$ cat config.mk
export PLATFORM = sky130hd
export DESIGN_NAME = qgi_global_irq
export DESIGN_NICKNAME = d
export VERILOG_FILES = /design/src/include/qgi_pkg.sv /design/src/logic/qgi_global_irq.sv
export SDC_FILE = /design/constraint.sdc
export NUM_CORES = 1
export LEC_CHECK = 0
export ABC_AREA = 1
export BUFFER_PORTS_ARGS = -buffer_cell sky130_fd_sc_hd__buf_2
export CORE_MARGIN = 3
export CORE_UTILIZATION = 46
export DETAILED_ROUTE_END_ITERATION = 8
export HOLD_SLACK_MARGIN = 0.06
export PLACE_DENSITY = 0.84
export SETUP_SLACK_MARGIN = 0.1
export SLEW_MARGIN = 15
export SYNTH_ARGS = -nofsm -noshare
export SYNTH_HDL_FRONTEND = slang
export SYNTH_SLANG_ARGS = --single-unit
$ cat constraint.sdc
create_clock -name SYS_CLK -period 1.6 [get_ports SYS_CLK]
set_input_delay 0.08 -clock SYS_CLK [delete_from_list [all_inputs] [get_ports SYS_CLK]]
set_output_delay 0.08 -clock SYS_CLK [all_outputs]
set_load 0.03 [all_outputs]
$ cat src/include/qgi_pkg.sv
// Purpose: Shared constants and carrier types of the global interrupt block.
// Assumes: An 8-bit host bus, four serial channels, one system clock.
// Notes:   Register offsets are byte addresses on the host bus.

package qgi_pkg;

   // ---------------------------------------------------------------
   // Sizes
   // ---------------------------------------------------------------
   localparam int NCH = 4;
   localparam int CODE_W = 3;
   localparam int TCTRL_W = 4;

   // ---------------------------------------------------------------
   // Address decode
   // ---------------------------------------------------------------
   localparam int ADDR_GLOBAL_BIT = 7;
   localparam int ADDR_CH_HI = 6;
   localparam int ADDR_CH_LO = 4;
   localparam int ADDR_REG_HI = 3;
   localparam logic [3:0] CH_ISR_OFS = 4'h2;
   localparam logic [3:0] CH_LSR_OFS = 4'h5;
   localparam logic [3:0] CH_MSR_OFS = 4'h6;

   localparam logic [7:0] ADDR_SUMMARY = 8'h80;
   localparam logic [7:0] ADDR_SRC_LOW = 8'h81;
   localparam logic [7:0] ADDR_SRC_HIGH = 8'h82;
   localparam logic [7:0] ADDR_SRC_SPARE = 8'h83;
   localparam logic [7:0] ADDR_TIMER_CTRL = 8'h84;
   localparam logic [7:0] ADDR_TIMER_PH = 8'h85;
   localparam logic [7:0] ADDR_TCOUNT_LO = 8'h86;
   localparam logic [7:0] ADDR_TCOUNT_HI = 8'h87;
   localparam logic [7:0] ADDR_OVERSAMPLE = 8'h88;
   localparam logic [7:0] ADDR_RSVD_A = 8'h89;
   localparam logic [7:0] ADDR_SOFT_RESET = 8'h8a;
   localparam logic [7:0] ADDR_SLEEP = 8'h8b;
   localparam logic [7:0] ADDR_REVISION = 8'h8c;
   localparam logic [7:0] ADDR_DEVICE = 8'h8d;
   localparam logic [7:0] ADDR_BCAST = 8'h8e;

   // ---------------------------------------------------------------
   // Field positions and values
   // ---------------------------------------------------------------
   localparam logic [7:0] RST_BYTE = 8'h00;
   localparam logic [CODE_W-1:0] CODE_NONE = 3'h0;
   localparam logic [CODE_W-1:0] CODE_RX = 3'h1;
   localparam logic [CODE_W-1:0] CODE_RX_TMO = 3'h2;
   localparam logic [CODE_W-1:0] CODE_TX = 3'h3;
   localparam logic [CODE_W-1:0] CODE_MODEM = 3'h4;
   localparam logic [CODE_W-1:0] CODE_TIMER = 3'h7;
   localparam int IER_RX = 0;
   localparam int IER_TX = 1;
   localparam int IER_LINE = 2;
   localparam int IER_MODEM = 3;
   localparam int IER_CHAR = 5;
   localparam int FEATURE_CONTROL_REG_HALF_DUPLEX = 5;
   localparam int TCTRL_IRQ_EN = 0;
   localparam int BCAST_BIT = 0;
   localparam logic [NCH-1:0] SLEEP_ALL = 4'hf;

   // ---------------------------------------------------------------
   // Carrier types
   // ---------------------------------------------------------------
   typedef struct packed {
      logic cs_n;
      logic rd_n;
      logic wr_n;
      logic [7:0] addr;
      logic [7:0] wdata;
   } qgi_pins_s;

   typedef struct packed {
      logic rx_ready;
      logic line_err_set;
      logic rx_tmo_set;
      logic rx_fifo_empty;
      logic thr_empty_set;
      logic tsr_empty_set;
      logic modem_delta_set;
      logic char_det_set;
      logic [7:0] irq_enable;
      logic [7:0] feature_ctrl;
   } qgi_chan_evt_s;

endpackage

$ cat src/logic/qgi_global_irq.sv
// Purpose: Global interrupt aggregation and device register bank of a
//          four-channel serial controller.
// Assumes: Host bus pins are asynchronous; channel events arrive on
//          SYS_CLK as one-cycle set pulses and levels.
// Notes:   Address and data must be stable while a strobe is low.

`timescale 1ns/1ps

module qgi_global_irq
   import qgi_pkg::*;
#(
   // Arbitrary neutral identification values.
   parameter logic [7:0] REVISION_VALUE = 8'h01,
   parameter logic [7:0] DEVICE_VALUE = 8'h5a
) (
   input wire logic SYS_CLK,
   input wire logic RSTN,
   input wire logic CS_N,
   input wire logic RD_N,
   input wire logic WR_N,
   input wire logic [7:0] ADDR,
   input wire logic [7:0] DATA_IN,
   output logic [7:0] DATA_OUT,
   output logic DATA_OE,
   input wire qgi_chan_evt_s [NCH-1:0] CHAN_EVT,
   input wire logic TIMER_TIMEOUT,
   input wire logic WAKE_EVENT,
   output logic IRQ,
   output logic [TCTRL_W-1:0] TIMER_CTRL,
   output logic [15:0] TIMER_COUNT,
   output logic [NCH-1:0] OVERSAMPLE_SEL,
   output logic [NCH-1:0] SOFT_RESET,
   output logic [NCH-1:0] SLEEP_EN,
   output logic BCAST_WRITE
);

   // ---------------------------------------------------------------
   // Host pin synchroniser
   // ---------------------------------------------------------------
   // The whole pin group moves through three stages together, so the
   // address and data seen at a strobe edge are as old as the strobe.
   qgi_pins_s pins_in;
   qgi_pins_s sync1_reg, sync2_reg, sync3_reg;
   logic rd_lvl_reg, rd_lvl_next;
   logic wr_lvl_reg, wr_lvl_next;
   logic rd_start, wr_start;
   logic strobe_stable;

   assign pins_in = '{cs_n: CS_N, rd_n: RD_N, wr_n: WR_N,
                      addr: ADDR, wdata: DATA_IN};

   always_comb begin
      strobe_stable = (sync2_reg.cs_n == sync3_reg.cs_n) &&
                      (sync2_reg.rd_n == sync3_reg.rd_n) &&
                      (sync2_reg.wr_n == sync3_reg.wr_n);
      rd_lvl_next = rd_lvl_reg;
      wr_lvl_next = wr_lvl_reg;
      if (strobe_stable) begin
         rd_lvl_next = ~sync3_reg.rd_n & ~sync3_reg.cs_n;
         wr_lvl_next = ~sync3_reg.wr_n & ~sync3_reg.cs_n;
      end
      rd_start = rd_lvl_next & ~rd_lvl_reg;
      wr_start = wr_lvl_next & ~wr_lvl_reg;
   end

   always_ff @(posedge SYS_CLK or negedge RSTN) begin
      if (!RSTN) begin
         sync1_reg <= '{cs_n: 1'b1, rd_n: 1'b1, wr_n: 1'b1,
                        addr: RST_BYTE, wdata: RST_BYTE};
         sync2_reg <= '{cs_n: 1'b1, rd_n: 1'b1, wr_n: 1'b1,
                        addr: RST_BYTE, wdata: RST_BYTE};
         sync3_reg <= '{cs_n: 1'b1, rd_n: 1'b1, wr_n: 1'b1,
                        addr: RST_BYTE, wdata: RST_BYTE};
         rd_lvl_reg <= 1'b0;
         wr_lvl_reg <= 1'b0;
      end else begin
         sync1_reg <= pins_in;
         sync2_reg <= sync1_reg;
         sync3_reg <= sync2_reg;
         rd_lvl_reg <= rd_lvl_next;
         wr_lvl_reg <= wr_lvl_next;
      end
   end

   // ---------------------------------------------------------------
   // Address decode of reads that clear causes
   // ---------------------------------------------------------------
   logic [7:0] bus_addr;
   logic [7:0] bus_wdata;
   logic global_hit;
   logic [NCH-1:0] isr_rd, lsr_rd, msr_rd;
   logic timer_ctrl_rd, summary_rd;

   always_comb begin
      bus_addr = sync3_reg.addr;
      bus_wdata = sync3_reg.wdata;
      global_hit = bus_addr[ADDR_GLOBAL_BIT];
      timer_ctrl_rd = rd_start && (bus_addr == ADDR_TIMER_CTRL);
      summary_rd = rd_start && (bus_addr == ADDR_SUMMARY);
      for (int i = 0; i < NCH; i++) begin
         logic chan_rd;
         chan_rd = 1'b0;
         chan_rd = rd_start && !global_hit &&
                   (bus_addr[ADDR_CH_HI:ADDR_CH_LO] == 3'(i));
         isr_rd[i] = chan_rd && (bus_addr[ADDR_REG_HI:0] == CH_ISR_OFS);
         lsr_rd[i] = chan_rd && (bus_addr[ADDR_REG_HI:0] == CH_LSR_OFS);
         msr_rd[i] = chan_rd && (bus_addr[ADDR_REG_HI:0] == CH_MSR_OFS);
      end
   end

   // ---------------------------------------------------------------
   // Control registers written by the host
   // ---------------------------------------------------------------
   logic [TCTRL_W-1:0] tctrl_reg, tctrl_next;
   logic [15:0] tcount_reg, tcount_next;
   logic [NCH-1:0] osel_reg, osel_next;
   logic [NCH-1:0] sreset_reg, sreset_next;
   logic [NCH-1:0] sleep_reg, sleep_next;
   logic bcast_reg, bcast_next;

   always_comb begin
      tctrl_next = tctrl_reg;
      tcount_next = tcount_reg;
      osel_next = osel_reg;
      sleep_next = sleep_reg;
      bcast_next = bcast_reg;
      // Soft reset bits clear themselves one cycle after the write.
      sreset_next = '0;
      if (wr_start) begin
         case (bus_addr)
            ADDR_TIMER_CTRL: tctrl_next = bus_wdata[TCTRL_W-1:0];
            ADDR_TCOUNT_LO: tcount_next[7:0] = bus_wdata;
            ADDR_TCOUNT_HI: tcount_next[15:8] = bus_wdata;
            ADDR_OVERSAMPLE: osel_next = bus_wdata[NCH-1:0];
            ADDR_SOFT_RESET: sreset_next = bus_wdata[NCH-1:0];
            ADDR_SLEEP: sleep_next = bus_wdata[NCH-1:0];
            ADDR_BCAST: bcast_next = bus_wdata[BCAST_BIT];
            default: ;
         endcase
      end
   end

   always_ff @(posedge SYS_CLK or negedge RSTN) begin
      if (!RSTN) begin
         tctrl_reg <= '0;
         tcount_reg <= '0;
         osel_reg <= '0;
         sreset_reg <= '0;
         sleep_reg <= '0;
         bcast_reg <= 1'b0;
      end else begin
         tctrl_reg <= tctrl_next;
         tcount_reg <= tcount_next;
         osel_reg <= osel_next;
         sreset_reg <= sreset_next;
         sleep_reg <= sleep_next;
         bcast_reg <= bcast_next;
      end
   end

   // ---------------------------------------------------------------
   // Sticky interrupt causes
   // ---------------------------------------------------------------
   // In every read-cleared cause a set in the same cycle as its clearing read wins,
   // so an event landing on the read is reported on the next one.
   logic [NCH-1:0] line_err_reg, line_err_next;
   logic [NCH-1:0] rx_tmo_reg, rx_tmo_next;
   logic [NCH-1:0] tx_rdy_reg, tx_rdy_next;
   logic [NCH-1:0] modem_reg, modem_next;
   logic [NCH-1:0] char_reg, char_next;
   logic timer_pend_reg, timer_pend_next;
   logic wake_reg, wake_next;

   always_comb begin
      for (int i = 0; i < NCH; i++) begin
         logic tx_set;
         tx_set = 1'b0;
         tx_set = CHAN_EVT[i].feature_ctrl[FEATURE_CONTROL_REG_HALF_DUPLEX] ?
                  CHAN_EVT[i].tsr_empty_set :
                  CHAN_EVT[i].thr_empty_set;
         line_err_next[i] = CHAN_EVT[i].line_err_set |
                            (line_err_reg[i] & ~lsr_rd[i]);
         rx_tmo_next[i] = CHAN_EVT[i].rx_tmo_set |
            (rx_tmo_reg[i] & ~CHAN_EVT[i].rx_fifo_empty);
         tx_rdy_next[i] = tx_set | (tx_rdy_reg[i] & ~isr_rd[i]);
         modem_next[i] = CHAN_EVT[i].modem_delta_set |
                         (modem_reg[i] & ~msr_rd[i]);
         char_next[i] = CHAN_EVT[i].char_det_set |
                        (char_reg[i] & ~isr_rd[i]);
      end
      timer_pend_next = TIMER_TIMEOUT |
                        (timer_pend_reg & ~timer_ctrl_rd);
      // The wake interrupt only arms when every channel was asleep.
      wake_next = (WAKE_EVENT && (sleep_reg == SLEEP_ALL)) |
                  (wake_reg & ~summary_rd);
   end

   always_ff @(posedge SYS_CLK or negedge RSTN) begin
      if (!RSTN) begin
         line_err_reg <= '0;
         rx_tmo_reg <= '0;
         tx_rdy_reg <= '0;
         modem_reg <= '0;
         char_reg <= '0;
         timer_pend_reg <= 1'b0;
         wake_reg <= 1'b0;
      end else begin
         line_err_reg <= line_err_next;
         rx_tmo_reg <= rx_tmo_next;
         tx_rdy_reg <= tx_rdy_next;
         modem_reg <= modem_next;
         char_reg <= char_next;
         timer_pend_reg <= timer_pend_next;
         wake_reg <= wake_next;
      end
   end

   // ---------------------------------------------------------------
   // Priority encode and global registers
   // ---------------------------------------------------------------
   logic [NCH-1:0][CODE_W-1:0] code;
   logic timer_irq;
   logic [NCH-1:0] summary_reg, summary_next;
   logic [7:0] src_low_reg, src_low_next;
   logic [7:0] src_high_reg, src_high_next;
   logic irq_reg, irq_next;

   always_comb begin
      timer_irq = timer_pend_reg & tctrl_reg[TCTRL_IRQ_EN];
      for (int i = 0; i < NCH; i++) begin
         logic [7:0] en;
         en = CHAN_EVT[i].irq_enable;
         code[i] = CODE_NONE;
         if ((CHAN_EVT[i].rx_ready & en[IER_RX]) |
             (line_err_reg[i] & en[IER_LINE])) begin
            code[i] = CODE_RX;
         end else if (rx_tmo_reg[i] & en[IER_RX]) begin
            code[i] = CODE_RX_TMO;
         end else if (tx_rdy_reg[i] & en[IER_TX]) begin
            code[i] = CODE_TX;
         end else if ((modem_reg[i] & en[IER_MODEM]) |
                      (char_reg[i] & en[IER_CHAR])) begin
            code[i] = CODE_MODEM;
         end else if ((i == 0) && timer_irq) begin
            code[i] = CODE_TIMER;
         end
         summary_next[i] = (code[i] != CODE_NONE);
      end
      src_low_next = {code[2][1:0], code[1], code[0]};
      src_high_next = {4'h0, code[3], code[2][2]};
      irq_next = (|summary_next) | timer_irq | wake_reg;
   end

   always_ff @(posedge SYS_CLK or negedge RSTN) begin
      if (!RSTN) begin
         summary_reg <= '0;
         src_low_reg <= RST_BYTE;
         src_high_reg <= RST_BYTE;
         irq_reg <= 1'b0;
      end else begin
         summary_reg <= summary_next;
         src_low_reg <= src_low_next;
         src_high_reg <= src_high_next;
         irq_reg <= irq_next;
      end
   end

   // ---------------------------------------------------------------
   // Read data path
   // ---------------------------------------------------------------
   // Data is captured at the start of the read, the same cycle that
   // clears the read-sensitive causes, so the host sees the old state.
   logic [7:0] rdata_reg, rdata_next;
   logic oe_reg, oe_next;

   always_comb begin
      rdata_next = rdata_reg;
      oe_next = rd_lvl_next & global_hit;
      if (rd_start && global_hit) begin
         case (bus_addr)
            ADDR_SUMMARY: rdata_next = {4'h0, summary_reg};
            ADDR_SRC_LOW: rdata_next = src_low_reg;
            ADDR_SRC_HIGH: rdata_next = src_high_reg;
            ADDR_SRC_SPARE: rdata_next = RST_BYTE;
            ADDR_TIMER_CTRL: rdata_next = {4'h0, tctrl_reg};
            ADDR_TCOUNT_LO: rdata_next = tcount_reg[7:0];
            ADDR_TCOUNT_HI: rdata_next = tcount_reg[15:8];
            ADDR_OVERSAMPLE: rdata_next = {4'h0, osel_reg};
            ADDR_SLEEP: rdata_next = {4'h0, sleep_reg};
            ADDR_REVISION: rdata_next = REVISION_VALUE;
            ADDR_DEVICE: rdata_next = DEVICE_VALUE;
            ADDR_BCAST: rdata_next = {7'h00, bcast_reg};
            default: rdata_next = RST_BYTE;
         endcase
      end
   end

   always_ff @(posedge SYS_CLK or negedge RSTN) begin
      if (!RSTN) begin
         rdata_reg <= RST_BYTE;
         oe_reg <= 1'b0;
      end else begin
         rdata_reg <= rdata_next;
         oe_reg <= oe_next;
      end
   end

   // ---------------------------------------------------------------
   // Outputs
   // ---------------------------------------------------------------
   assign DATA_OUT = rdata_reg;
   assign DATA_OE = oe_reg;
   assign IRQ = irq_reg;
   assign TIMER_CTRL = tctrl_reg;
   assign TIMER_COUNT = tcount_reg;
   assign OVERSAMPLE_SEL = osel_reg;
   assign SOFT_RESET = sreset_reg;
   assign SLEEP_EN = sleep_reg;
   assign BCAST_WRITE = bcast_reg;

endmodule

# Word-level counts from Yosys, hierarchy flattened
# Index checks and enable logic that the tools add are counted.
# totals
elab_cells,228
input_bits,119
output_inout_bits,43
register_bits,140
# op_classes
n_reduce_logical,36
muxes,26
eq_ne,22
n_bitwise,107
# op_table
operator,n
8-bit equality test (second input constant),12
8-bit one-hot mux with 11 select lines,1
1-bit AND,52
3-bit two-way mux,17
1-bit bitwise OR,32
1-bit logical AND,23
1-bit NOT,23
2-bit AND reduction,6
3-bit nonzero test,4
4-bit by 3-bit equality test with 1-bit output (second input constant),2
4-bit two-way mux,2
3-bit by 2-bit equality test with 1-bit output (second input constant),2
1-bit two-way mux,6
4-bit by 2-bit equality test with 1-bit output (second input constant),1
4-bit equality test (second input constant),1
4-bit OR reduction,1
1-bit equality test,3
3-bit by 1-bit equality test with 1-bit output (second input constant),1
3-bit logical NOT,1
1-bit logical NOT,1

# Logic depth before layout (Yosys ltp)
# logic_depth
ltp_word,11
mapped_depth,11
depth_no_buf,11

# Worst setup path after synthesis
# Ideal clock, no wire load.
# synth_path
path_kind,reg2reg
start,register sync3_reg[18] (netlist name)
end,register tcount_reg[14] (netlist: TIMER_COUNT[14])
arrival_ns,1.398
stages_incl_launch_ff,9
period_less_slack_ns,1.516
path_buffers,1
setup_slack_ns,0.084
setup_ns,0.119
required_time_ns,1.481
path_cell_list,dfstp_2 > xnor2_1 > and2_4 > nand2_4 > nor2_8 > nand2_4 > buf_6 > nand2_1 > o21ai_2
# synth_between
elab_chain_cells,6
word_cells_on_any_way,8
classes_between,1 x eq/ne; 1 x mux; 3 x bitwise; 3 x reduce/logical
# synth_rtl
item,line_no,source
from (decl),qgi_global_irq.sv:43,"qgi_pins_s sync1_reg, sync2_reg, sync3_reg;"
from (signal assigned),qgi_global_irq.sv:72,"sync3_reg <= '{cs_n: 1'b1, rd_n: 1'b1, wr_n: 1'b1,"
from (signal assigned),qgi_global_irq.sv:79,sync3_reg <= sync2_reg;
1-bit equality test,qgi_global_irq.sv:53,strobe_stable = (sync2_reg.cs_n == sync3_reg.cs_n) &&
1-bit logical AND,qgi_global_irq.sv:53,
1-bit logical AND,qgi_global_irq.sv:54,(sync2_reg.rd_n == sync3_reg.rd_n) &&
1-bit two-way mux (*),qgi_global_irq.sv:58,if (strobe_stable) begin
1-bit AND (*),qgi_global_irq.sv:63,wr_start = wr_lvl_next & ~wr_lvl_reg;
2-bit AND reduction (no source line) (*),-,
to (signal assigned),qgi_global_irq.sv:153,tcount_reg <= tcount_next;
to (decl),qgi_global_irq.sv:115,"logic [15:0] tcount_reg, tcount_next;"
# Mark *: on every way between the ends. The rest lies on a longest branch, timed or not.
# A chain may end at the register's enable or synchronous reset.

# Final worst setup path
# layout_path
start,"register sync3_reg, in the netlist bus_addr[5]"
end,register rdata_reg[3] (netlist: DATA_OUT[3])
# layout_between
elab_chain_cells,2
word_cells_on_any_way,12
classes_between,11 x eq/ne; 1 x mux
# layout_rtl
item,line_no,source
8-bit equality test,qgi_global_irq.sv:280,case (bus_addr)
8-bit one-hot mux with 11 select lines (*),qgi_global_irq.sv:280,
to (signal assigned),qgi_global_irq.sv:303,rdata_reg <= rdata_next;
to (decl),qgi_global_irq.sv:273,"logic [7:0] rdata_reg, rdata_next;"
# Marked as above.

==> results.md <==
* First-pass iteration count of the detailed router at 5
* Async S/R FF share, synth at 100%
* Rel. slew slack at 71.8%
* CP cell instances: inv_1, nand2_2, nor2_4, buf_4, nand2_1, nand2_1, nor2_1, nand3_1, nand2_1, nand2_1
* CTS Buf Count at 17
* Cell family with most CP delay: simple AND/OR/NAND/NOR gates
* Initial antenna violation count at 0
* Die area at 0.0134 mm^2
* Htree depth at 4
* Placer congestion estimate at 0.863
* Antenna Violating Nets Remaining at 0
* Arrival @ worst endpoint at 2010 ps
* Post-synthesis cell type count at 35
* Vias in the first global route at 4,884
* Pre-CTS setup slack at 0.551 ps
* Antenna cells at 0
* Critical-path top delay cell: dfrtp_1
* Fin crit share at 103%
* Outcome: finished, violations left
* Ports at 162
* Global-route wire length before repair at 23,200 um
* Power Density at 1010 mW/mm^2
* Routed wire length at 15,300 um
* DRC Markers at 0
* Final clock skew at 11.6 ps
* Area delta synth->final at 46.6%
* Worst VDD drop at 0.731 mV
* Hold Crit Class: primary input to flop
* Net count, final at 922
* Hold Vio Cnt, Final at 0
* Slew @ Worst Pin at 421 ps
* Worst R2R Start: bus_addr[5]
* Clock Root Buffer: clkbuf_16
* Core Area at 0.0116 mm^2
* Most used cell, CP: nand2_1
* Syn Nets at 694
* Post-synth top flop: dfrtp_1
* Failing checks: setup timing
* Max Cap Viol at 0
* Crit path max fanout at 16
* All-layer global routing usage at 22.4%
* Post-synth EDFFs at 0
* Row cnt at 39
* CP startpoint kind: flop
* Vias per inst at 5.08
* Sequential fraction of the synthesis area at 63.2%
* Post-synthesis xor/xnor area fraction at 0.158%
* Fin area at 0.00815 mm^2
* Bufs and invs on worst path at 2
* P_leak at 4.28 nW
* Filler cell count at 779
* Fin cells at 959
* Finish-stage setup viols at 4
* Syn_area_per_cell at 9.67 um^2
* Placed cell count at 849
* TritonCTS clock tree: yes
* Final Max Slew Viols at 0
* DR vias at 4,875
* Clock Latency Late Sink at 420 ps
* #FFs+latches synth at 140
* Clock period minus worst slack at 1650 ps
* Simple-gate share of the synthesized area at 22.5%
* RSZ-0062 raised after global routing: true
* Setup WS post-layout at -53.1 ps
* Adder-Cell Fraction of Synth Area at 0%
* Dpl hpwl at 8930 um
* Worst Setup SP: bus_addr[5]
* Critical path class: flop to flop
* Clock-pin transition on the worst setup and hold timing paths at 60 ps
* Max Freq at 0.605 GHz
* Mapped Cells at 575
* Hold wc startpoint: CHAN_EVT[34]
* Pwr Total at 8.25 mW
* Compound-gate portion of the synthesized area at 6.37%
* CTS Sinks at 140
* Post-synthesis mux area share at 0.720%
* Largest family of logic cells by synthesized area: simple AND/OR/NAND/NOR gates
* CP required at 1950 ps
* # port buffers at 121
* Die Width at 116 um
* Layout cells sized above 1 at 32.8%
* Worst Setup End Kind: flop
* Worst stage delay on the critical path at 400 ps
* Post-route setup TNS at -98.1 ps
* Synth Cell Area at 0.00556 mm^2
* Drt initial violations at 421
* Largest net degree at the start of global routing at 59
* Hold WS at 67.9 ps
* Max clock buf depth at 2
* Die Ht at 116 um
* YS warnings at 0
* Total gr overflow at 0
* Initial core utilization at 47.9%
* Fin util at 70.2%
* WL/cell at 16.0 um
* DP Area at 0.00646 mm^2
## cell type report
class | instances | area, um^2 | area share, %
Sequential cell | 140 | 3510 | 43.1
Clock inverter | 12 | 140 | 1.72
Clock buffer | 20 | 457 | 5.60
Inverter | 91 | 344 | 4.22
Multi-Input combinational cell | 339 | 1970 | 24.1
Timing Repair Buffer | 214 | 1550 | 19.0
Tap cell | 143 | 179 | 2.19
## final timing paths
path | endpoint | slack, ps | cells after the start
max reg2reg | DATA_OUT[3] | -50 | 10
min in group asynchronous | rx_tmo_reg[2] | 150 | 2
max in group asynchronous | SLEEP_EN[2] | 820 | 3
max | DATA_OUT[3] | -50 | 10
min reg2reg | bus_wdata[1] | 340 | 0
min | src_low_reg[3] | 70 | 5
## Yosys cell counts, types with 3 or more instances
library cell,count,share of area [%]
a21oi_1,3,0.27
and3_2,4,0.54
buf_2,3,0.27
dfrtp_1,131,59
dfstp_2,9,4.3
inv_1,88,5.9
inv_2,3,0.20
mux2i_1,4,0.72
nand2_1,157,11
nand2_2,4,0.45
nand2_4,3,0.61
nand3_1,36,3.2
nand4_1,16,1.8
nor2_1,42,2.8
nor3_1,8,0.72
o21ai_0,12,1.1
o21ai_1,4,0.36
o21ai_2,16,2.5
o21bai_1,5,0.68
o22ai_1,8,0.90
## power by group
group	total [mW]	leakage (nW)	switching, mW	internal [mW]
logic	0.606	2.34	0.320	0.286
clock network	3.91	0.283	1.52	2.39
registers	3.73	1.66	0.0633	3.67
total	8.25	4.28	1.90	6.35
## cell usage in the layout (no fill, tap or decap), drive strengths merged, types with 5 or more instances in the layout
cell type,count
buf,147
clkbuf,21
inv,92
clkinv,6
nand3,36
dfstp,9
nor3,9
o21ai,32
o21bai,5
dlygate4sd3,66
nor2,47
o22ai,8
dfrtp,131
nand4,16
nand2,166
## worst reg2reg max path, delay by kind of cell, from the launching register on
kind          cells  cell delay (ps)
buf+inv           2              340
simple gates      8              860
flops             1              400
## kinds of logic after synthesis
family / after synthesis
xor gates and xnor gates: 1
buffers and inverters: 98
AOI/OAI and AO/OA: 52
DFF: 140
and+or+nand+nor: 280
muxes: 4
## timing repair
item | CTS | global route
endpoints found under the setup margin | 55 | 61
endpoints found under the hold margin | 183 | 0
hold buffers | 66 | 0
setup buffers | 2 | 6
gates resized for setup | 26 | 53
gates cloned | 3 | 1
pin swaps | 11 | 17
## layer usage
metal	wire length, um	up-vias	share of wire (%)	GRT usage, %
met5	0	-	0	0
met4	478	0	3.1	8.28
met3	1080	49	7.1	5.22
met2	7880	236	51	38.4
met1	5880	2315	38	27.7
li1	-	2275	-	-
Note: power is estimated with default switching activity, not from simulation.
